**src/common/psm_pkg.sv**
```systemverilog
// constants and types for the port 8..14 pin function selection block
package psm_pkg;
	localparam int PSM_P8_W   = 4;
	localparam int PSM_P9_W   = 4;
	localparam int PSM_P10_W  = 4;
	localparam int PSM_P11_W  = 4;
	localparam int PSM_P12_W  = 5;
	localparam int PSM_P13_W  = 4;
	localparam int PSM_P14_W  = 4;
	localparam int PSM_SYNC_W = 3;
	// function select bit per port group in the all-port function register
	localparam int PSM_FS_P8  = 0;
	localparam int PSM_FS_P9  = 1;
	localparam int PSM_FS_P10 = 2;
	localparam int PSM_FS_P11 = 3;
	localparam int PSM_FS_P13 = 4;
	localparam int PSM_FS_P14 = 5;
	localparam int PSM_FS_W   = 6;
	// port-11 serial pin positions
	localparam int PSM_P11_TX = 2;
	localparam int PSM_P11_RX = 3;
	// port-12 pin positions
	localparam int PSM_P12_IO  = 0;
	localparam int PSM_P12_X1  = 1;
	localparam int PSM_P12_X2  = 2;
	localparam int PSM_P12_XT1 = 3;
	localparam int PSM_P12_XT2 = 4;
	// edge select encoding for the external interrupt input
	typedef enum logic [1:0] {
		PSM_EDGE_NONE = 2'h0,
		PSM_EDGE_RISE = 2'h1,
		PSM_EDGE_FALL = 2'h2,
		PSM_EDGE_BOTH = 2'h3
	} psm_edge_t;
	localparam logic PSM_DIR_OUT = 1'h0;
endpackage

```
**src/rtl/psm_pin_cell.sv**
```systemverilog
// one general port pin with control-function override and input synchroniser
`timescale 1ns/10ps
module psm_pin_cell import psm_pkg::*; #(
	parameter int SYNC_W = PSM_SYNC_W
) (
	// clock and reset
	input  wire logic clk,
	input  wire logic rst_b,
	// configuration
	input  wire logic ctl_sel,
	input  wire logic dir_in,
	input  wire logic pu_en,
	input  wire logic out_latch,
	// control function drive
	input  wire logic fn_out,
	input  wire logic fn_oe,
	// pad
	input  wire logic pad_in,
	output logic      pad_out,
	output logic      pad_oe,
	output logic      pad_pu,
	// synchronised pad level
	output logic      pin_level
);
	logic [SYNC_W-1:0] sync_q;
	logic [SYNC_W-1:0] sync_d;
	logic              level_q;
	logic              level_d;

	always_comb begin
		pad_out = ctl_sel ? fn_out : out_latch;
		pad_oe  = ctl_sel ? fn_oe : (dir_in == PSM_DIR_OUT);
		pad_pu  = ~ctl_sel & (dir_in != PSM_DIR_OUT) & pu_en;
	end

	// a change counts only once the last two stages agree; stage 0 feeds stage 1 alone
	always_comb begin
		sync_d  = {sync_q[SYNC_W-2:0], pad_in};
		level_d = (sync_q[SYNC_W-1] == sync_q[SYNC_W-2]) ? sync_q[SYNC_W-1] : level_q;
	end

	always_ff @(posedge clk or negedge rst_b) begin
		if (!rst_b) begin
			sync_q  <= '0;
			level_q <= 1'h0;
		end else begin
			sync_q  <= sync_d;
			level_q <= level_d;
		end
	end

	assign pin_level = level_q;
endmodule // psm_pin_cell

```
**src/rtl/psm_port_mux.sv**
```systemverilog
// pin function selection for general ports 8 through 14
// Operation
// each pin chooses port or control function on its own; here one select bit switches a whole port, except the port-11 tx pin
// port mode pin direction follows its own direction bit; the port-11 rx pin is held input whenever port 11 is not segment
// port mode pull-up follows its pull-up option bit; here it applies only to input pins, and output pins never get the pull-up
// ports 8-11, 13, 14 pick port or segment via all-port function register
// port 11 non-segment side covers port use and serial pins
// serial receive from one port-11 pin, transmit on the adjacent pin
// port 12: only first pin bidirectional, other four input only
// external interrupt edge selectable: rising, falling or both
// main resonator pins or external clock on second; two sub resonator pins
// with on-chip debug, main resonator pins become debug mode inputs
// port-12 first pin also carries low-voltage sense input
// port-14 segment pins may drive key-source scan with segment output
// key-source output only when lcd mode control enables it
// control function owns pad drive; port latch and direction ignored
`timescale 1ns/10ps
module psm_port_mux import psm_pkg::*; #(
	parameter int P8_W  = PSM_P8_W,
	parameter int P9_W  = PSM_P9_W,
	parameter int P10_W = PSM_P10_W,
	parameter int P11_W = PSM_P11_W,
	parameter int P12_W = PSM_P12_W,
	parameter int P13_W = PSM_P13_W,
	parameter int P14_W = PSM_P14_W
) (
	// clock and reset
	input  wire logic               clk,
	input  wire logic               rst_b,
	// function selection
	input  wire logic [PSM_FS_W-1:0] all_port_function_select,
	input  wire logic               lcd_mode_control,
	input  wire logic               debug_mode_en,
	input  wire logic               main_clock_ext_sel,
	input  wire psm_edge_t          ext_int_edge_sel,
	// direction registers, 1 = input
	input  wire logic [P8_W-1:0]    port8_direction,
	input  wire logic [P9_W-1:0]    port9_direction,
	input  wire logic [P10_W-1:0]   port10_direction,
	input  wire logic [P11_W-1:0]   port11_direction,
	input  wire logic               port12_direction,
	input  wire logic [P13_W-1:0]   port13_direction,
	input  wire logic [P14_W-1:0]   port14_direction,
	// pull-up option registers
	input  wire logic [P8_W-1:0]    port8_pullup_enable,
	input  wire logic [P9_W-1:0]    port9_pullup_enable,
	input  wire logic [P10_W-1:0]   port10_pullup_enable,
	input  wire logic [P11_W-1:0]   port11_pullup_enable,
	input  wire logic               port12_pullup_enable,
	input  wire logic [P13_W-1:0]   port13_pullup_enable,
	input  wire logic [P14_W-1:0]   port14_pullup_enable,
	// port output latches
	input  wire logic [P8_W-1:0]    port8_latch,
	input  wire logic [P9_W-1:0]    port9_latch,
	input  wire logic [P10_W-1:0]   port10_latch,
	input  wire logic [P11_W-1:0]   port11_latch,
	input  wire logic               port12_latch,
	input  wire logic [P13_W-1:0]   port13_latch,
	input  wire logic [P14_W-1:0]   port14_latch,
	// lcd driver signals
	input  wire logic [P8_W-1:0]    seg8_drive,
	input  wire logic [P9_W-1:0]    seg9_drive,
	input  wire logic [P10_W-1:0]   seg10_drive,
	input  wire logic [P11_W-1:0]   seg11_drive,
	input  wire logic [P13_W-1:0]   seg13_drive,
	input  wire logic [P14_W-1:0]   seg14_drive,
	input  wire logic [P14_W-1:0]   key_source_scan_out,
	output logic [P14_W-1:0]        key_source_active,
	// serial unit
	input  wire logic               serial_transmit_out,
	input  wire logic               serial_tx_enable,
	output logic                    serial_receive_in,
	// interrupt and low-voltage sense
	output logic                    ext_interrupt_in,
	output logic                    ext_low_voltage_sense,
	// oscillator and debug
	output logic                    main_osc_enable,
	output logic                    sub_osc_enable,
	output logic                    main_clock_ext_in,
	output logic                    debug_mode_pin_a,
	output logic                    debug_mode_pin_b,
	// port read values
	output logic [P8_W-1:0]         port8_read,
	output logic [P9_W-1:0]         port9_read,
	output logic [P10_W-1:0]        port10_read,
	output logic [P11_W-1:0]        port11_read,
	output logic [P12_W-1:0]        port12_read,
	output logic [P13_W-1:0]        port13_read,
	output logic [P14_W-1:0]        port14_read,
	// pads
	input  wire logic [P8_W-1:0]    p8_in,
	output logic [P8_W-1:0]         p8_out,
	output logic [P8_W-1:0]         p8_oe,
	output logic [P8_W-1:0]         p8_pu,
	input  wire logic [P9_W-1:0]    p9_in,
	output logic [P9_W-1:0]         p9_out,
	output logic [P9_W-1:0]         p9_oe,
	output logic [P9_W-1:0]         p9_pu,
	input  wire logic [P10_W-1:0]   p10_in,
	output logic [P10_W-1:0]        p10_out,
	output logic [P10_W-1:0]        p10_oe,
	output logic [P10_W-1:0]        p10_pu,
	input  wire logic [P11_W-1:0]   p11_in,
	output logic [P11_W-1:0]        p11_out,
	output logic [P11_W-1:0]        p11_oe,
	output logic [P11_W-1:0]        p11_pu,
	input  wire logic [P12_W-1:0]   p12_in,
	output logic                    p12_out,
	output logic                    p12_oe,
	output logic                    p12_pu,
	input  wire logic [P13_W-1:0]   p13_in,
	output logic [P13_W-1:0]        p13_out,
	output logic [P13_W-1:0]        p13_oe,
	output logic [P13_W-1:0]        p13_pu,
	input  wire logic [P14_W-1:0]   p14_in,
	output logic [P14_W-1:0]        p14_out,
	output logic [P14_W-1:0]        p14_oe,
	output logic [P14_W-1:0]        p14_pu
);
	localparam int NPIN = P8_W + P9_W + P10_W + P11_W + 1 + P13_W + P14_W;

	logic [NPIN-1:0] ctl_v;
	logic [NPIN-1:0] dir_v;
	logic [NPIN-1:0] pu_v;
	logic [NPIN-1:0] lat_v;
	logic [NPIN-1:0] fo_v;
	logic [NPIN-1:0] foe_v;
	logic [NPIN-1:0] in_v;
	logic [NPIN-1:0] out_v;
	logic [NPIN-1:0] oe_v;
	logic [NPIN-1:0] pud_v;
	logic [NPIN-1:0] lvl_v;
	logic [P11_W-1:0] p11_fo;
	logic [P11_W-1:0] p11_ctl;
	logic [P11_W-1:0] p11_dir;
	logic [P12_W-2:0] x_sync_q [PSM_SYNC_W];
	logic [P12_W-2:0] x_lvl_q;
	logic [P12_W-2:0] x_lvl_d;
	logic             int_q;
	logic             int_d;
	logic             p12_lvl;
	logic             seg14_en;

	// serial tx only owns its pin when the unit enables it; other pins stay plain port
	// pins, rx forced to input so its pull-up option can hold an idle line high
	always_comb begin
		p11_ctl = {P11_W{1'h1}};
		p11_fo  = seg11_drive;
		p11_dir = port11_direction;
		if (!all_port_function_select[PSM_FS_P11]) begin
			p11_ctl             = '0;
			p11_ctl[PSM_P11_TX] = serial_tx_enable;
			p11_fo[PSM_P11_TX]  = serial_transmit_out;
			p11_dir[PSM_P11_RX] = ~PSM_DIR_OUT;
		end
	end

	assign seg14_en = all_port_function_select[PSM_FS_P14];
	assign key_source_active = {P14_W{seg14_en & lcd_mode_control}};

	// pin vectors are packed low to high: p8, p9, p10, p11, p12 io, p13, p14
	always_comb begin
		ctl_v = {{P14_W{seg14_en}},
			{P13_W{all_port_function_select[PSM_FS_P13]}},
			1'h0,
			p11_ctl,
			{P10_W{all_port_function_select[PSM_FS_P10]}},
			{P9_W{all_port_function_select[PSM_FS_P9]}},
			{P8_W{all_port_function_select[PSM_FS_P8]}}};
		dir_v = {port14_direction, port13_direction, port12_direction, p11_dir,
			port10_direction, port9_direction, port8_direction};
		pu_v  = {port14_pullup_enable, port13_pullup_enable, port12_pullup_enable,
			port11_pullup_enable, port10_pullup_enable, port9_pullup_enable,
			port8_pullup_enable};
		lat_v = {port14_latch, port13_latch, port12_latch, port11_latch,
			port10_latch, port9_latch, port8_latch};
		fo_v  = {(lcd_mode_control ? (seg14_drive ^ key_source_scan_out) : seg14_drive),
			seg13_drive, 1'h0, p11_fo, seg10_drive, seg9_drive, seg8_drive};
		foe_v = {{P14_W{1'h1}}, {P13_W{1'h1}}, 1'h0, {P11_W{1'h1}},
			{P10_W{1'h1}}, {P9_W{1'h1}}, {P8_W{1'h1}}};
		in_v  = {p14_in, p13_in, p12_in[PSM_P12_IO], p11_in, p10_in, p9_in, p8_in};
	end

	genvar g;
	generate
		for (g = 0; g < NPIN; g++) begin : g_pin
			psm_pin_cell u_cell (
				.clk       (clk),
				.rst_b     (rst_b),
				.ctl_sel   (ctl_v[g]),
				.dir_in    (dir_v[g]),
				.pu_en     (pu_v[g]),
				.out_latch (lat_v[g]),
				.fn_out    (fo_v[g]),
				.fn_oe     (foe_v[g]),
				.pad_in    (in_v[g]),
				.pad_out   (out_v[g]),
				.pad_oe    (oe_v[g]),
				.pad_pu    (pud_v[g]),
				.pin_level (lvl_v[g])
			);
		end
	endgenerate

	always_comb begin
		{p14_out, p13_out, p12_out, p11_out, p10_out, p9_out, p8_out} = out_v;
		{p14_oe, p13_oe, p12_oe, p11_oe, p10_oe, p9_oe, p8_oe} = oe_v;
		{p14_pu, p13_pu, p12_pu, p11_pu, p10_pu, p9_pu, p8_pu} = pud_v;
		{port14_read, port13_read, p12_lvl, port11_read, port10_read, port9_read,
			port8_read} = lvl_v;
	end

	// input-only port-12 pins: three-stage sync, second and third must agree
	always_comb begin
		x_lvl_d = x_lvl_q;
		for (int i = 0; i < P12_W - 1; i++) begin
			if (x_sync_q[PSM_SYNC_W-1][i] == x_sync_q[PSM_SYNC_W-2][i]) begin
				x_lvl_d[i] = x_sync_q[PSM_SYNC_W-1][i];
			end
		end
	end

	always_ff @(posedge clk or negedge rst_b) begin
		if (!rst_b) begin
			for (int s = 0; s < PSM_SYNC_W; s++) begin
				x_sync_q[s] <= '0;
			end
			x_lvl_q <= '0;
		end else begin
			x_sync_q[0] <= p12_in[P12_W-1:1];
			for (int s = 1; s < PSM_SYNC_W; s++) begin
				x_sync_q[s] <= x_sync_q[s-1];
			end
			x_lvl_q <= x_lvl_d;
		end
	end

	assign port12_read = {x_lvl_q, p12_lvl};

	// edge detect works on the agreed level, so glitches narrower than a clock are dropped
	always_comb begin
		int_d = p12_lvl;
	end

	always_ff @(posedge clk or negedge rst_b) begin
		if (!rst_b) begin
			int_q <= 1'h0;
		end else begin
			int_q <= int_d;
		end
	end

	always_comb begin
		unique case (ext_int_edge_sel)
			PSM_EDGE_NONE: ext_interrupt_in = 1'h0;
			PSM_EDGE_RISE: ext_interrupt_in = p12_lvl & ~int_q;
			PSM_EDGE_FALL: ext_interrupt_in = ~p12_lvl & int_q;
			PSM_EDGE_BOTH: ext_interrupt_in = p12_lvl ^ int_q;
		endcase
	end

	assign ext_low_voltage_sense = p12_lvl;

	// resonator pins are analog in the pad; here only the enables and the clock path
	always_comb begin
		main_osc_enable   = ~debug_mode_en & ~main_clock_ext_sel;
		main_clock_ext_in = (~debug_mode_en & main_clock_ext_sel) ?
			p12_in[PSM_P12_X2] : 1'h0;
		sub_osc_enable    = 1'h1;
		debug_mode_pin_a  = debug_mode_en & x_lvl_q[PSM_P12_X1-1];
		debug_mode_pin_b  = debug_mode_en & x_lvl_q[PSM_P12_X2-1];
		serial_receive_in = ~all_port_function_select[PSM_FS_P11] &
			port11_read[PSM_P11_RX];
	end
endmodule // psm_port_mux

```
**config.mk**
```make
export PLATFORM = sky130hd
export DESIGN_NAME = psm_port_mux
export DESIGN_NICKNAME = d
export VERILOG_FILES = /design/src/common/psm_pkg.sv /design/src/rtl/psm_pin_cell.sv /design/src/rtl/psm_port_mux.sv
export SDC_FILE = /design/constraint.sdc
export NUM_CORES = 1
export LEC_CHECK = 0
export ABC_AREA = 1
export BUFFER_PORTS_ARGS = -buffer_cell sky130_fd_sc_hd__buf_2
export CAP_MARGIN = 5
export CORE_UTILIZATION = 35
export DETAILED_ROUTE_END_ITERATION = 7
export GPL_ROUTABILITY_DRIVEN = 0
export HOLD_SLACK_MARGIN = 0.12
export PLACE_DENSITY = 0.69
export REMOVE_ABC_BUFFERS = 1
export SLEW_MARGIN = 20
export SYNTH_ARGS = -nofsm -noshare
export SYNTH_HDL_FRONTEND = slang
export SYNTH_SLANG_ARGS = --single-unit
```
**constraint.sdc**
```tcl
create_clock -name clk -period 1.3 [get_ports clk]
set_input_delay 0.26 -clock clk [delete_from_list [all_inputs] [get_ports clk]]
set_output_delay 0.26 -clock clk [all_outputs]
set_load 0.03 [all_outputs]
```
* After elaboration in Yosys (flattened, before gate mapping)
Cells that the tools add are included.
** Storage, ports and cells
- Flip-flop bits (word level) :: 117
- Bits of input ports :: 147
- Output and inout bits :: 116
- Logic and storage cells :: 243
** Cells by class
- Eq/ne operators :: 32
- Multiplexer cells :: 54
- Bitwise gates (word level) :: 98
- Reductions and logical operators :: 1
** Operators by type and width (count)
- AND 1 bit :: 57
- two-way mux 1 bit :: 51
- NOT 1 bit :: 39
- equality test 1 bit :: 29
- two-way mux 4 bit :: 2
- equality test 2 bit, second input constant :: 2
- case mux 1 bit (4 select lines) :: 1
- XOR 4 bit :: 1
- equality test 2 x 1 -> 1 bit, second input constant :: 1
- logical NOT 2 bit :: 1
- XOR 1 bit :: 1

* Longest topological paths before layout
Gate-level depths: netlist of the first run.
- Word-level depth :: 4
- Depth in mapped cells :: 6
- Gate-level depth less buffers :: 5

* Modules after synthesis
Synthesis of the first run repeated with hierarchy kept, for this count alone.
** Unflattened totals
- Cell total of the unflattened synthesis :: 464
- Area, all modules :: 4421.7 sq um
** Modules (own cells, without submodules)
- psm_pin_cell :: instances 25, cells an instance 15, area each 146.4 sq um, seq. area each 100.1 sq um
- psm_port_mux :: instances 1, cells an instance 89, area each 762.0 sq um, seq. area each 425.4 sq um

* Worst setup path before layout of the first run
No wires, ideal clock.
- Path kind :: flip-flop to output port
- Start point :: reg g_pin[16].u_cell.level_q
- End point :: out ext_interrupt_in
- Data arrival time :: 1.696 ns
- Data required time :: 1.040 ns
- Path slack :: -0.656 ns
- Stages on the path, launching flop included :: 6
- Path buffers :: 0
- Cells stage by stage :: dfrtp_1 > inv_1 > ha_1 > nand2_1 > nand2_1 > o21ai_0
** Between the ends
- Word-level cells in the longest chain between the ends :: 3
- Elaborated cells on any way between the ends :: 5
- Classes of those cells :: mux (1); bitwise (4)
** RTL lines
- from (decl) :: RTL line psm_pin_cell.sv:27 : logic level_q;
- from (signal assigned) :: RTL line psm_pin_cell.sv:48 : level_q <= level_d;
- NOT 1 bit :: RTL line psm_port_mux.sv:257 : PSM_EDGE_FALL: ext_interrupt_in = ~p12_lvl & int_q;
- AND 1 bit :: RTL line psm_port_mux.sv:257
- case mux 1 bit (4 select lines) * :: RTL line psm_port_mux.sv:254 : unique case (ext_int_edge_sel)
- to (decl) :: RTL line psm_port_mux.sv:74 : output logic ext_interrupt_in,
Every way passes the cells marked *; elsewhere a longest branch is shown, timed or not.

* Worst setup path in the final report of the first run
- Start point :: reg int_q
- End point :: out ext_interrupt_in
** Between the ends
- Word-level cells in the longest chain between the ends :: 3
- Elaborated cells on any way between the ends :: 5
- Classes of those cells :: mux (1); bitwise (4)
** RTL lines
- from (decl) :: RTL line psm_port_mux.sv:139 : logic int_q;
- from (signal assigned) :: RTL line psm_port_mux.sv:249 : int_q <= int_d;
- NOT 1 bit :: RTL line psm_port_mux.sv:256 : PSM_EDGE_RISE: ext_interrupt_in = p12_lvl & ~int_q;
- AND 1 bit :: RTL line psm_port_mux.sv:256
- case mux 1 bit (4 select lines) * :: RTL line psm_port_mux.sv:254
Marks and branches as above.

==> reports/summary.txt, run 1 <==
Run status -> finished, violations left
Violated checks -> setup timing
Post-synthesis sequential area ratio -> 60.17%
Routed Wire Length -> 10.59 mm
Cell type with the highest aggregate area in the netlist -> dfrtp_1
Total leakage power -> 3.694 nW
Worst clock skew on the final layout -> 0.007531 ns
Layout Utilization -> 49.61%
Post-synth top area share -> 60.17%
Number of global-route vias before repair -> 3,683
Clk buf depth -> 2
Achievable Freq -> 0.5710 GHz
Detailed-routing iteration count for the pre-antenna-repair pass -> 4
Net switching power of the design -> 0.002537 W
Part of the total power dissipated in combinational logic -> 16.2%
Number of storage elements in the synthesis netlist -> 117
Worst ir drop on vdd -> 0.001266 V
Standard-cell row count -> 42
Number of DRC markers in iteration 0 -> 111
Endpoint type of the worst setup path -> primary output
Post-Route Setup TNS -> -0.5195 ns
Endpoint arrival time on the critical path -> 1.49 ns
Area added between synthesis and finish -> 36.62%
Internal portion of total power -> 0.007260 W
Worst reg2reg path startpoint -> x_lvl_q[0]
Layout cell share with drive strength beyond 1 -> 43.74%
Source-to-sink clock delay at the later pin of the worst-skew pair -> 0.40 ns
MaxCap Viol Count -> 0
Count of buffers from port buffering -> 258
Final Hold Vio Count -> 0
Die Footprint -> 0.01438 mm2
Final total power -> 0.009797 W
Crit-path max FO -> 2
Relative contribution of sequential cells to total power -> 41.1%
Classification of the worst-slack hold path -> input port to async pin
Warnings, synthesis -> 0
Number of antenna violations at the first check in global routing -> 1
GRT Util Overall -> 14.97%
Via/cell ratio -> 4.131
Placement Cell Area -> 0.005677 mm2
Yosys cell types -> 18
DIE HEIGHT -> 119.9 um
Number of fill cells in the layout -> 1,229
Clk slew on worst S/H paths -> 0.05 ns
Crit Path Class -> flop to primary output
Hpwl dp -> 7.856 mm
Top area cells in the synthesized netlist -> dfrtp_1 60%, buf_4 16%, nand2_1 8.0%, nor2_1 6.4%, a21oi_1 3.0%
Design area -> 0.006648 mm2
Critical Path Source Type -> flop
Required arrival time at the worst endpoint -> 1.04 ns
TritonCTS clock tree -> done
Time the final worst path needs with I/O delays and setup -> 1.751 ns
Worst setup endpoint -> ext_interrupt_in
Final-report max-slew violation count -> 0
Cells after Synth -> 501
Post-synth design cell area -> 0.004866 mm2
Launching instance or port of the critical path -> int_q
Worst setup slack for register-to-register paths -> 0.40 ns
Clock share of power -> 42.6%
Net count of the finished layout -> 866
Mean cell area of the mapped netlist -> 9.712 um2
Number of top-level pins -> 263
Clock root buffer master -> clkbuf_16
Least setup slack across all paths after layout -> -0.4514 ns
Pin count of the biggest net entering global routing -> 31
Final setup violating endpoints -> 5
Number of buffers added by the clock tree synthesis step -> 17
Number of cells traversed by the worst register-to-register path -> 3
Sink count of the clock tree -> 117
Reg-to-reg critical path endpoint -> x_lvl_q[0]
Starting density of the core -> 36.31%
Width of the die -> 119.9 um
Placeable core area -> 0.01340 mm2
Overflow left after global routing -> 0
Routed Antenna Nets -> 0
H-Tree Depth -> 4
Power density normalized to cell area -> 1474 mW/mm2
Switching power as a share of total power -> 25.89%
First-pass GRT wire length -> 16.66 mm
Vias after detailed routing -> 3,734
Fin crit share -> 134.7%
Pre-CTS worst setup slack -> -0.05480 ns
Unrepaired setup endpoints after global routing -> yes
Drt drc -> 0
Routed length per placed instance -> 11.71 um
-- cells in the final DEF, fill, tap and decap left out --
cell type / count
dfrtp_2: 1
nor2_1: 82
inv_4: 1
conb_1: 1
ha_1: 1
nand3_1: 11
ha_4: 1
inv_1: 33
buf_4: 16
nor2_8: 1
dfrtp_1: 116
clkbuf_16: 17
nor2_4: 1
nand2_2: 4
buf_12: 2
a21oi_1: 29
clkbuf_1: 3
clkbuf_8: 4
diode_2: 1
dlygate4sd3_1: 30
clkbuf_4: 4
bufinv_16: 1
nand2_4: 1
nand2_1: 102
buf_6: 6
buf_2: 244
o21ai_1: 1
nor2_2: 1
inv_2: 9
clkinv_2: 4
-- cells in the mapped netlist (all sizes together) --
master / instances
nand3: 11
buf: 104
a21oi: 29
inv: 43
nor2: 85
nand2: 107
conb: 1
o21ai: 1
dfrtp: 117
clkbuf: 1
ha: 2
-- what timing repair did --
action                     in CTS  in global routing
buffers inserted                1                  5
hold endpoints to repair      143                  0
hold buffers                   30                  0
setup endpoints to repair       8                 11
gates resized for setup        14                 17
pin swaps                       3                  3
-- cell type report --
class	count	area [um2]	share of cell area, %
inverter	43	163.9	2.466
clock buffer	24	491.7	7.397
multi-input combinational	236	1011	15.21
timing repair buffer	302	1779	26.76
sequential	117	2929	44.06
antenna	1	2.502	0.03764
tap	176	220.2	3.313
clock inverter	5	50.05	0.7529
-- kinds of logic after synthesis --
logic type                 synth area share, %
buffers and inverters                    19.57
DFF                                      60.17
AOI/OAI and AO/OA                        3.086
other                                  0.07707
adders and majority gates               0.5142
and+or+nand+nor                          16.59
-- how the worst min path moves through the flow --
stage,endpoint,slack (ns),cells after the start
final,g_pin[2].u_cell.pin_level,0.30,2
after global routing,g_pin[2].u_cell.pin_level,0.34,2
after CTS,g_pin[2].u_cell.pin_level,0.29,2
after detailed placement,g_pin[24].u_cell.sync_q[0],0.18,1
after global placement,g_pin[24].u_cell.sync_q[0],0.18,1
after floorplan,g_pin[0].u_cell.pin_level,-0.04,0
-- worst max-delay path: stages, from the launching register on --
cell,delay [ns]
dfrtp_1,0.40
ha_4,0.25
nand2_2,0.05
nand2_1,0.06
o21ai_1,0.15
buf_4,0.18
-- metal layers --
metal	wire length [um]	vias to the layer above	share of wire, %	GRT usage, %
met4	102	0	0.96	4.609
met1	3854	1710	36	14.99
li1	-	1852	-	-
met3	805	11	7.6	5.751
met5	0	-	0	0
met2	5825	161	55	28.13
-- sequential cells by signal, summed over array words and instances (netlist names) --
signal and cells:
g_pin.u_cell.pin_level 25, g_pin.u_cell.sync_q 75, int_q 1, x_lvl_q 4, x_sync_q 12
-- through the flow --
stage | std cells | hold WS [ns]
floorplan | 396 | -0.03559
global placement | 838 | 0.1827
detailed placement | 838 | 0.1838
CTS | 898 | 0.2937
global route | 904 | 0.3392
finish | 904 | 0.3019
-- power groups by stage --
stage                     clock network (W)  registers, W  logic (W)
after CTS                           0.00429       0.00403    0.00154
after floorplan                           0       0.00425   0.000583
after global placement                    0       0.00407    0.00142
after global routing                0.00443       0.00406    0.00172
final                               0.00418       0.00403    0.00159
after detailed placement                  0       0.00408    0.00144
No activity file was read; power rests on OpenSTA's default activity.
==> run 2: changes to the inputs <==
--- a/config.mk
+++ b/config.mk
@@ -8,6 +8,7 @@
 export ABC_AREA = 1
 export BUFFER_PORTS_ARGS = -buffer_cell sky130_fd_sc_hd__buf_2
 export CAP_MARGIN = 5
+export CORE_ASPECT_RATIO = 0.7
 export CORE_UTILIZATION = 35
 export DETAILED_ROUTE_END_ITERATION = 7
 export GPL_ROUTABILITY_DRIVEN = 0
==> constraint.sdc (replaced) <==
create_clock -name clk -period 2.15 [get_ports clk]
set_input_delay 0.43 -clock clk [delete_from_list [all_inputs] [get_ports clk]]
set_output_delay 0.43 -clock clk [all_outputs]
set_load 0.03 [all_outputs]
==> run 2 against run 1 <==
  * Largest cell class unchanged
  * Sequential cell count is the same
  * Clock power down 40%
  * Non-clock buffer count is 29 lower
  * Via count down 4.2%
  * Final cell count decreased by 2.0%
  * Highest routed layer unchanged
  * Clock-buffer cell count decreased by 2
  * Largest power group unchanged
  * Cell area shrank 5.0%
  * The run now ends clean
  * Register-to-register slack gained 1.0 ns
  * Critical path type unchanged
  * Core utilization down 2.3 points
  * Worst hold slack worse by 0.16 ns
==> reports/summary.txt, run 2 (synthesis gave the netlist of run 1 again) <==
Number of diodes added for antenna fixing -> 0 (was 1)
Endpoint arrival time on the critical path -> 1.50 ns (was 1.49 ns)
Most prevalent standard cell on the critical path -> nand2_1
Placement Cell Area -> 0.005643 mm2 (was 0.005677 mm2)
Internal portion of total power -> 0.004178 W (was 0.007260 W)
DIE HEIGHT -> 100.7 um (was 119.9 um)
Worst clock skew on the final layout -> 0.007277 ns (was 0.007531 ns)
Detailed-routing iteration count for the pre-antenna-repair pass -> 6 (was 4)
Layout Utilization -> 47.27% (was 49.61%)
Number of buffer and inverter stages on the critical path -> 2 (was 1)
GRT Util Overall -> 14.16% (was 14.97%)
TritonCTS clock tree -> done (unchanged)
Final Hold Vio Count -> 0 (unchanged)
Number of fill cells in the layout -> 1,241 (was 1,229)
H-Tree Depth -> 4 (unchanged)
MaxCap Viol Count -> 0 (unchanged)
Net switching power of the design -> 0.001605 W (was 0.002537 W)
Sink count of the clock tree -> 117 (unchanged)
Clk buf depth -> 2 (unchanged)
Overflow left after global routing -> 0 (unchanged)
Routed Antenna Nets -> 0 (unchanged)
Layout cell share with drive strength beyond 1 -> 43.08% (was 43.74%)
Pre-CTS worst setup slack -> 0.5096 ns (was -0.05480 ns)
Final setup violating endpoints -> 0 (was 5)
Part of the total power dissipated in combinational logic -> 15.0% (was 16.2%)
Routed Wire Length -> 9.987 mm (was 10.59 mm)
Number of top-level pins -> 263 (unchanged)
Placeable core area -> 0.01336 mm2 (was 0.01340 mm2)
Total leakage power -> 3.539 nW (was 3.694 nW)
Worst slew margin relative to its limit -> 65.94%
Via/cell ratio -> 4.038 (was 4.131)
Family with the most delay on the worst path -> flip-flops (unchanged)
Storage element area -> 0.002929 mm2 (unchanged)
Endpoint type of the worst setup path -> primary output (unchanged)
Switching power as a share of total power -> 27.75% (was 25.89%)
Number of global-route vias before repair -> 3,365 (was 3,683)
Pin count of the biggest net entering global routing -> 45 (was 31)
Unrepaired setup endpoints after global routing -> no (was yes)
Clk slew on worst S/H paths -> 0.05 ns (about the same)
Classification of the worst-slack hold path -> input port to flop (was input port to async pin)
Relative contribution of sequential cells to total power -> 42.0% (was 41.1%)
Clock root buffer master -> clkbuf_16 (unchanged)
Run status -> finished clean (was finished, violations left)
Actual transition at the worst max-transition pin -> 0.5109 ns
Number of antenna violations at the first check in global routing -> 0 (was 1)
Die Footprint -> 0.01439 mm2 (was 0.01438 mm2)
Count of buffers from port buffering -> 258 (unchanged)
Hpwl dp -> 7.777 mm (was 7.856 mm)
Most common library cell in the layout ignoring fill and taps -> buf_2 (unchanged)
Crit-path max FO -> 2 (unchanged)
Number of flip-flops under the largest register name -> 75 (unchanged)
Routed length per placed instance -> 11.27 um (was 11.71 um)
CP max-delay cell -> dfrtp_2 (was dfrtp_1)
Vias after detailed routing -> 3,578 (was 3,734)
Slowest stage delay, CP -> 0.39 ns (was 0.40 ns)
Critical path, cell by cell -> inv_1 > ha_1 > nand2_1 > nand2_1 > o21ai_0 > buf_4 (was ha_4 > nand2_2 > nand2_1 > o21ai_1 > buf_4)
Worst ir drop on vdd -> 0.0008694 V (was 0.001266 V)
Area of the multi-input gates -> 985.9 um2 (was 0.001011 mm2)
Drt drc -> 0 (unchanged)
Power density normalized to cell area -> 916.0 mW/mm2 (was 1474 mW/mm2)
Fin crit share -> 89.90%
Area added between synthesis and finish -> 29.75% (was 36.62%)
Design area -> 0.006314 mm2 (was 0.006648 mm2)
Commonest cells after routing, fill and taps aside -> 256 x buf_2, 116 x dfrtp_1, 104 x nand2_1 (was 244 x buf_2, 116 x dfrtp_1, 102 x nand2_1)
Number of buffers added by the clock tree synthesis step -> 17 (unchanged)
Critical Path Source Type -> flop (unchanged)
Standard-cell row count -> 35 (was 42)
Largest register by flop count -> g_pin.u_cell.sync_q (unchanged)
Crit Path Class -> flop to primary output (unchanged)
Final total power -> 0.005783 W (was 0.009797 W)
Post-Route Setup TNS -> 0 ns (was -0.5195 ns)
Source-to-sink clock delay at the later pin of the worst-skew pair -> 0.40 ns (about the same)
Starting density of the core -> 36.43% (was 36.31%)
Required arrival time at the worst endpoint -> 1.72 ns (was 1.04 ns)
Number of DRC markers in iteration 0 -> 108 (was 111)
Width of the die -> 142.9 um (was 119.9 um)
Clock share of power -> 43.0% (was 42.6%)
Least setup slack across all paths after layout -> 0.2171 ns (was -0.4514 ns)
First-pass GRT wire length -> 15.49 mm (was 16.66 mm)
Time the final worst path needs with I/O delays and setup -> 1.933 ns
Net count of the finished layout -> 837 (was 866)
Final-report max-slew violation count -> 0 (unchanged)
Achievable Freq -> 0.5174 GHz
## run 2: repair_timing
| item | CTS | global route |
|---|---|---|
| hold endpoints to repair | 45 | 2 |
| hold buffers | 10 | 2 |
| gates resized for setup | 0 | 2 |
| setup endpoints to repair | 0 | 1 |
| buffers inserted | 0 | 1 |
## run 2: power groups by stage
stage | Sequential (W) | Clock (W) | Combinational (W)
floorplan | 0.00257 | 0 | 0.000352
global placement | 0.00246 | 0 | 0.000846
detailed placement | 0.00247 | 0 | 0.000855
CTS | 0.00243 | 0.00256 | 0.000870
global route | 0.00245 | 0.00267 | 0.000955
finish | 0.00243 | 0.00249 | 0.000869
## run 2: per-stage QoR
step                instances  hold WS, ns
floorplan                 396       0.1344
global placement          841       0.3311
detailed placement        841       0.3347
CTS                       883       0.1208
global route              886       0.1215
finish                    886       0.1408
## run 2: worst paths after layout
check / cells after the start / start / slack (ns) / to
min: 1 / p13_in[3] / 0.14 / g_pin[20].u_cell.sync_q[0]
min reg2reg: 0 / g_pin[19].u_cell.sync_q[0] / 0.34 / g_pin[19].u_cell.sync_q[1]
max: 6 / g_pin[16].u_cell.pin_level / 0.22 / ext_interrupt_in
max in group asynchronous: 3 / rst_b / 0.97 / g_pin[16].u_cell.pin_level
max reg2reg: 2 / x_lvl_q[1] / 1.40 / x_lvl_q[1]
min in group asynchronous: 2 / rst_b / 0.54 / x_sync_q[10]
## run 2: area by class of cell
class / instances / area share, %
flip-flops and latches: 117 / 46.39
repair buffers: 273 / 23.19
multi-input cells: 236 / 15.62
clock buffers: 22 / 7.352
well taps: 185 / 3.666
inverters: 43 / 2.596
clock inverters: 10 / 1.189
## run 2: per-layer routing
layer	global-route usage, %	vias to the layer above	share of wire (%)
met3	6.746	8	8.7
met5	0	-	0
met4	4.136	0	0.68
met2	23.23	138	48
met1	16.52	1638	42
li1	-	1794	-
==> run 3: changes to the inputs <==
--- a/config.mk
+++ b/config.mk
@@ -13,9 +13,10 @@
 export DETAILED_ROUTE_END_ITERATION = 7
 export GPL_ROUTABILITY_DRIVEN = 0
 export HOLD_SLACK_MARGIN = 0.12
-export PLACE_DENSITY = 0.69
+export PLACE_DENSITY = 0.71
 export REMOVE_ABC_BUFFERS = 1
 export SLEW_MARGIN = 20
 export SYNTH_ARGS = -nofsm -noshare
 export SYNTH_HDL_FRONTEND = slang
+export SYNTH_HIERARCHICAL = 1
 export SYNTH_SLANG_ARGS = --single-unit
==> run 3 against run 2 <==
  * Clock power grew 10%
  * Via count up 11%
  * Synthesized area is 9.1% lower
  * Maximum frequency decreased by 2.7%
  * Largest cell class unchanged
==> reports/summary.txt, run 3 <==
Run status -> finished clean (unchanged)
Number of antenna violations at the first check in global routing -> 0 (unchanged)
Net count of the finished layout -> 938 (was 837)
Post-route insts no fill -> 958 (was 886)
CP max-delay cell -> dfrtp_1 (was dfrtp_2)
Warnings, synthesis -> 6 (was 0)
Final Hold Vio Count -> 0 (unchanged)
Die Footprint -> 0.01309 mm2 (was 0.01439 mm2)
Routed length per placed instance -> 11.59 um (was 11.27 um)
Clock root buffer master -> clkbuf_16 (unchanged)
Slowest stage delay, CP -> 0.44 ns (was 0.39 ns)
Cells after Synth -> 464 (was 501)
Routed Wire Length -> 11.10 mm (was 9.987 mm)
Routed Antenna Nets -> 0 (unchanged)
Pin count of the biggest net entering global routing -> 48 (was 45)
Cell count along the critical path -> 6 (unchanged)
Standard-cell row count -> 33 (was 35)
Starting density of the core -> 36.80% (was 36.43%)
Mean cell area of the mapped netlist -> 9.530 um2 (was 9.712 um2)
Number of DRC markers in iteration 0 -> 157 (was 108)
Clk buf depth -> 2 (unchanged)
Critical Path Source Type -> flop (unchanged)
Via/cell ratio -> 4.164 (was 4.038)
First-pass GRT wire length -> 16.66 mm (was 15.49 mm)
Number of flip-flops under the largest register name -> 75 (unchanged)
Overflow left after global routing -> 0 (unchanged)
Number of buffers added by the clock tree synthesis step -> 17 (unchanged)
Worst ir drop on vdd -> 0.0009805 V (was 0.0008694 V)
Post-synth design cell area -> 0.004422 mm2 (was 0.004866 mm2)
Net switching power of the design -> 0.001731 W (was 0.001605 W)
Unrepaired setup endpoints after global routing -> no (unchanged)
Post-synth top area share -> 66.21% (was 60.17%)
Count of buffers from port buffering -> 261 (was 258)
Worst clock skew on the final layout -> 0.008939 ns (was 0.007277 ns)
Family with the most delay on the worst path -> flip-flops (unchanged)
Source-to-sink clock delay at the later pin of the worst-skew pair -> 0.40 ns (about the same)
Worst hold margin -> 0.1411 ns (was 0.1408 ns)
Number of fill cells in the layout -> 1,046 (was 1,241)
Fraction of registers with async set/reset -> 100.0% (unchanged)
Layout cell share with drive strength beyond 1 -> 40.07% (was 43.08%)
Post-Route Setup TNS -> 0 ns (unchanged)
Final total power -> 0.006151 W (was 0.005783 W)
Number of storage elements in the synthesis netlist -> 117 (unchanged)
Most frequent cells after synthesis -> 143 x nand2_1, 117 x dfrtp_1, 43 x inv_1, 36 x nor2_1, 29 x a21oi_1 (was 117 x dfrtp_1, 104 x nand2_1, 103 x buf_4, 83 x nor2_1, 37 x inv_1)
Number of diodes added for antenna fixing -> 0 (unchanged)
Relative contribution of sequential cells to total power -> 39.5% (was 42.0%)
Post-CTS Repair Setup Buffers -> 0 (unchanged)
Width of the die -> 136.3 um (was 142.9 um)
Clk slew on worst S/H paths -> 0.05 ns (about the same)
MaxCap Viol Count -> 0 (unchanged)
Placed instance count -> 907 (was 841)
Number of buffer and inverter stages on the critical path -> 3 (was 2)
Largest register by flop count -> g_pin.u_cell/sync_q (was g_pin.u_cell.sync_q)
Placement Cell Area -> 0.006027 mm2 (was 0.005643 mm2)
Achievable Freq -> 0.5035 GHz (was 0.5174 GHz)
TritonCTS clock tree -> done (unchanged)
Hpwl dp -> 8.281 mm (was 7.777 mm)
Number of global-route vias before repair -> 3,607 (was 3,365)
Dominant cell by count in the synthesized netlist -> nand2_1 (was dfrtp_1)
Detailed-routing iteration count for the pre-antenna-repair pass -> 4 (was 6)
Endpoint arrival time on the critical path -> 1.56 ns (was 1.50 ns)
Vias after detailed routing -> 3,989 (was 3,578)
Internal portion of total power -> 0.004421 W (was 0.004178 W)
Number of top-level pins -> 263 (unchanged)
Crit Path Class -> flop to primary output (unchanged)
Number of cells traversed by the worst register-to-register path -> 2 (unchanged)
Crit-path max FO -> 7 (was 2)
Endpoint type of the worst setup path -> primary output (unchanged)
DIE HEIGHT -> 96.04 um (was 100.7 um)
Design area -> 0.006815 mm2 (was 0.006314 mm2)
Post-synthesis sequential area ratio -> 66.21% (was 60.17%)
Power density normalized to cell area -> 902.6 mW/mm2 (was 916.0 mW/mm2)
EDFF count, synth -> 0 (unchanged)
Sink count of the clock tree -> 117 (unchanged)
Classification of the worst-slack hold path -> input port to flop (unchanged)
Required arrival time at the worst endpoint -> 1.72 ns (about the same)
Drt drc -> 0 (unchanged)
Cell type with the highest aggregate area in the netlist -> dfrtp_1 (unchanged)
Critical path, cell by cell -> inv_1 > ha_1 > inv_1 > nand3_1 > nand3_1 > buf_2 (was inv_1 > ha_1 > nand2_1 > nand2_1 > o21ai_0 > buf_4)
Storage element area -> 0.002928 mm2 (was 0.002929 mm2)
Placeable core area -> 0.01202 mm2 (was 0.01336 mm2)
H-Tree Depth -> 4 (unchanged)
Yosys cell types -> 16 (was 18)
Area of the multi-input gates -> 0.001299 mm2 (was 985.9 um2)
GRT Util Overall -> 17.07% (was 14.16%)
Part of the total power dissipated in combinational logic -> 15.7% (was 15.0%)
Total leakage power -> 3.978 nW (was 3.539 nW)
Clock share of power -> 44.7% (was 43.0%)
Hold Path Stages -> 1 (unchanged)
Top area cells in the synthesized netlist -> dfrtp_1 66%, nand2_1 12%, inv_1 3.7%, and3_1 3.5%, a21oi_1 3.3% (was dfrtp_1 60%, buf_4 16%, nand2_1 8.0%, nor2_1 6.4%, a21oi_1 3.0%)
Final setup violating endpoints -> 0 (unchanged)
Most instantiated flip-flop cell in the synthesis netlist -> dfrtp_1 (unchanged)
Final-report max-slew violation count -> 0 (unchanged)
Fin crit share -> 92.38% (was 89.90%)
Time the final worst path needs with I/O delays and setup -> 1.986 ns (was 1.933 ns)
Most common library cell in the layout ignoring fill and taps -> buf_2 (unchanged)
Switching power as a share of total power -> 28.14% (was 27.75%)
Area added between synthesis and finish -> 54.13% (was 29.75%)
Commonest cells after routing, fill and taps aside -> 260 x buf_2, 143 x nand2_1, 117 x dfrtp_1 (was 256 x buf_2, 116 x dfrtp_1, 104 x nand2_1)
==> run 3: worst reg2reg max path, stage by stage (launching register included) <==
cell and delay, ns:
dfrtp_1 0.40, a21oi_1 0.16, nor2_1 0.06
==> run 3: cells by family after synthesis <==
logic type / after synthesis / share of synthesized area (%)
AOI/OAI and AO/OA: 54 / 6.112
adders and majority gates: 2 / 0.5658
buffers and inverters: 74 / 6.876
DFF: 117 / 66.21
other: 2 / 0.1698
and+or+nand+nor: 215 / 20.06
==> run 3: metrics by stage <==
| step | utilization [%] | worst slack, ns |
|---|---|---|
| after floorplan | - | 0.2422 |
| after global placement | 50.16 | 0.3747 |
| after detailed placement | 50.16 | 0.3564 |
| after CTS | 56.56 | 0.1246 |
| after global routing | 56.72 | 0.02827 |
| final | 56.72 | 0.1638 |
==> run 3: power by group through the flow <==
stage / logic [W] / clock network [W] / registers (W)
after floorplan: 0.000412 / 0 / 0.00257
after global routing: 0.00107 / 0.00292 / 0.00245
after detailed placement: 0.000942 / 0 / 0.00247
final: 0.000969 / 0.00275 / 0.00243
after global placement: 0.000932 / 0 / 0.00246
after CTS: 0.000973 / 0.00281 / 0.00243
==> run 3: path summary, 6_finish.rpt <==
| path | start | end | slack, ns |
|---|---|---|---|
| max | g_pin[16].u_cell/pin_level | ext_interrupt_in | 0.16 |
| min | p11_in[0] | g_pin[12].u_cell/sync_q[0] | 0.14 |
| max reg2reg | x_lvl_q[3] | x_lvl_q[3] | 1.41 |
| min reg2reg | g_pin[9].u_cell/sync_q[0] | g_pin[9].u_cell/sync_q[1] | 0.34 |
| max in group asynchronous | rst_b | g_pin[5].u_cell/pin_level | 1.05 |
| min in group asynchronous | rst_b | g_pin[2].u_cell/sync_q[1] | 0.54 |
==> run 3: area by class of cell <==
class | instances | area share (%)
timing repair buffer | 283 | 22.73
inverter | 68 | 3.745
tap | 157 | 2.882
multi-input combinational | 302 | 19.06
clock inverter | 13 | 2.185
clock buffer | 18 | 6.444
sequential | 117 | 42.96
==> run 3: repair_timing <==
item,4_1_cts,5_1_grt
endpoints found under the hold margin,45,2
hold buffers,18,2
resized for setup,0,0
==> run 3: metal layers <==
layer / vias up / part of all wire (%) / global-route usage, %
met2: 133 / 49 / 27.45
met1: 1793 / 43 / 21.58
met5: - / 0 / 0
met4: 0 / 0.33 / 4.537
met3: 4 / 7.5 / 6.582
li1: 2059 / - / -
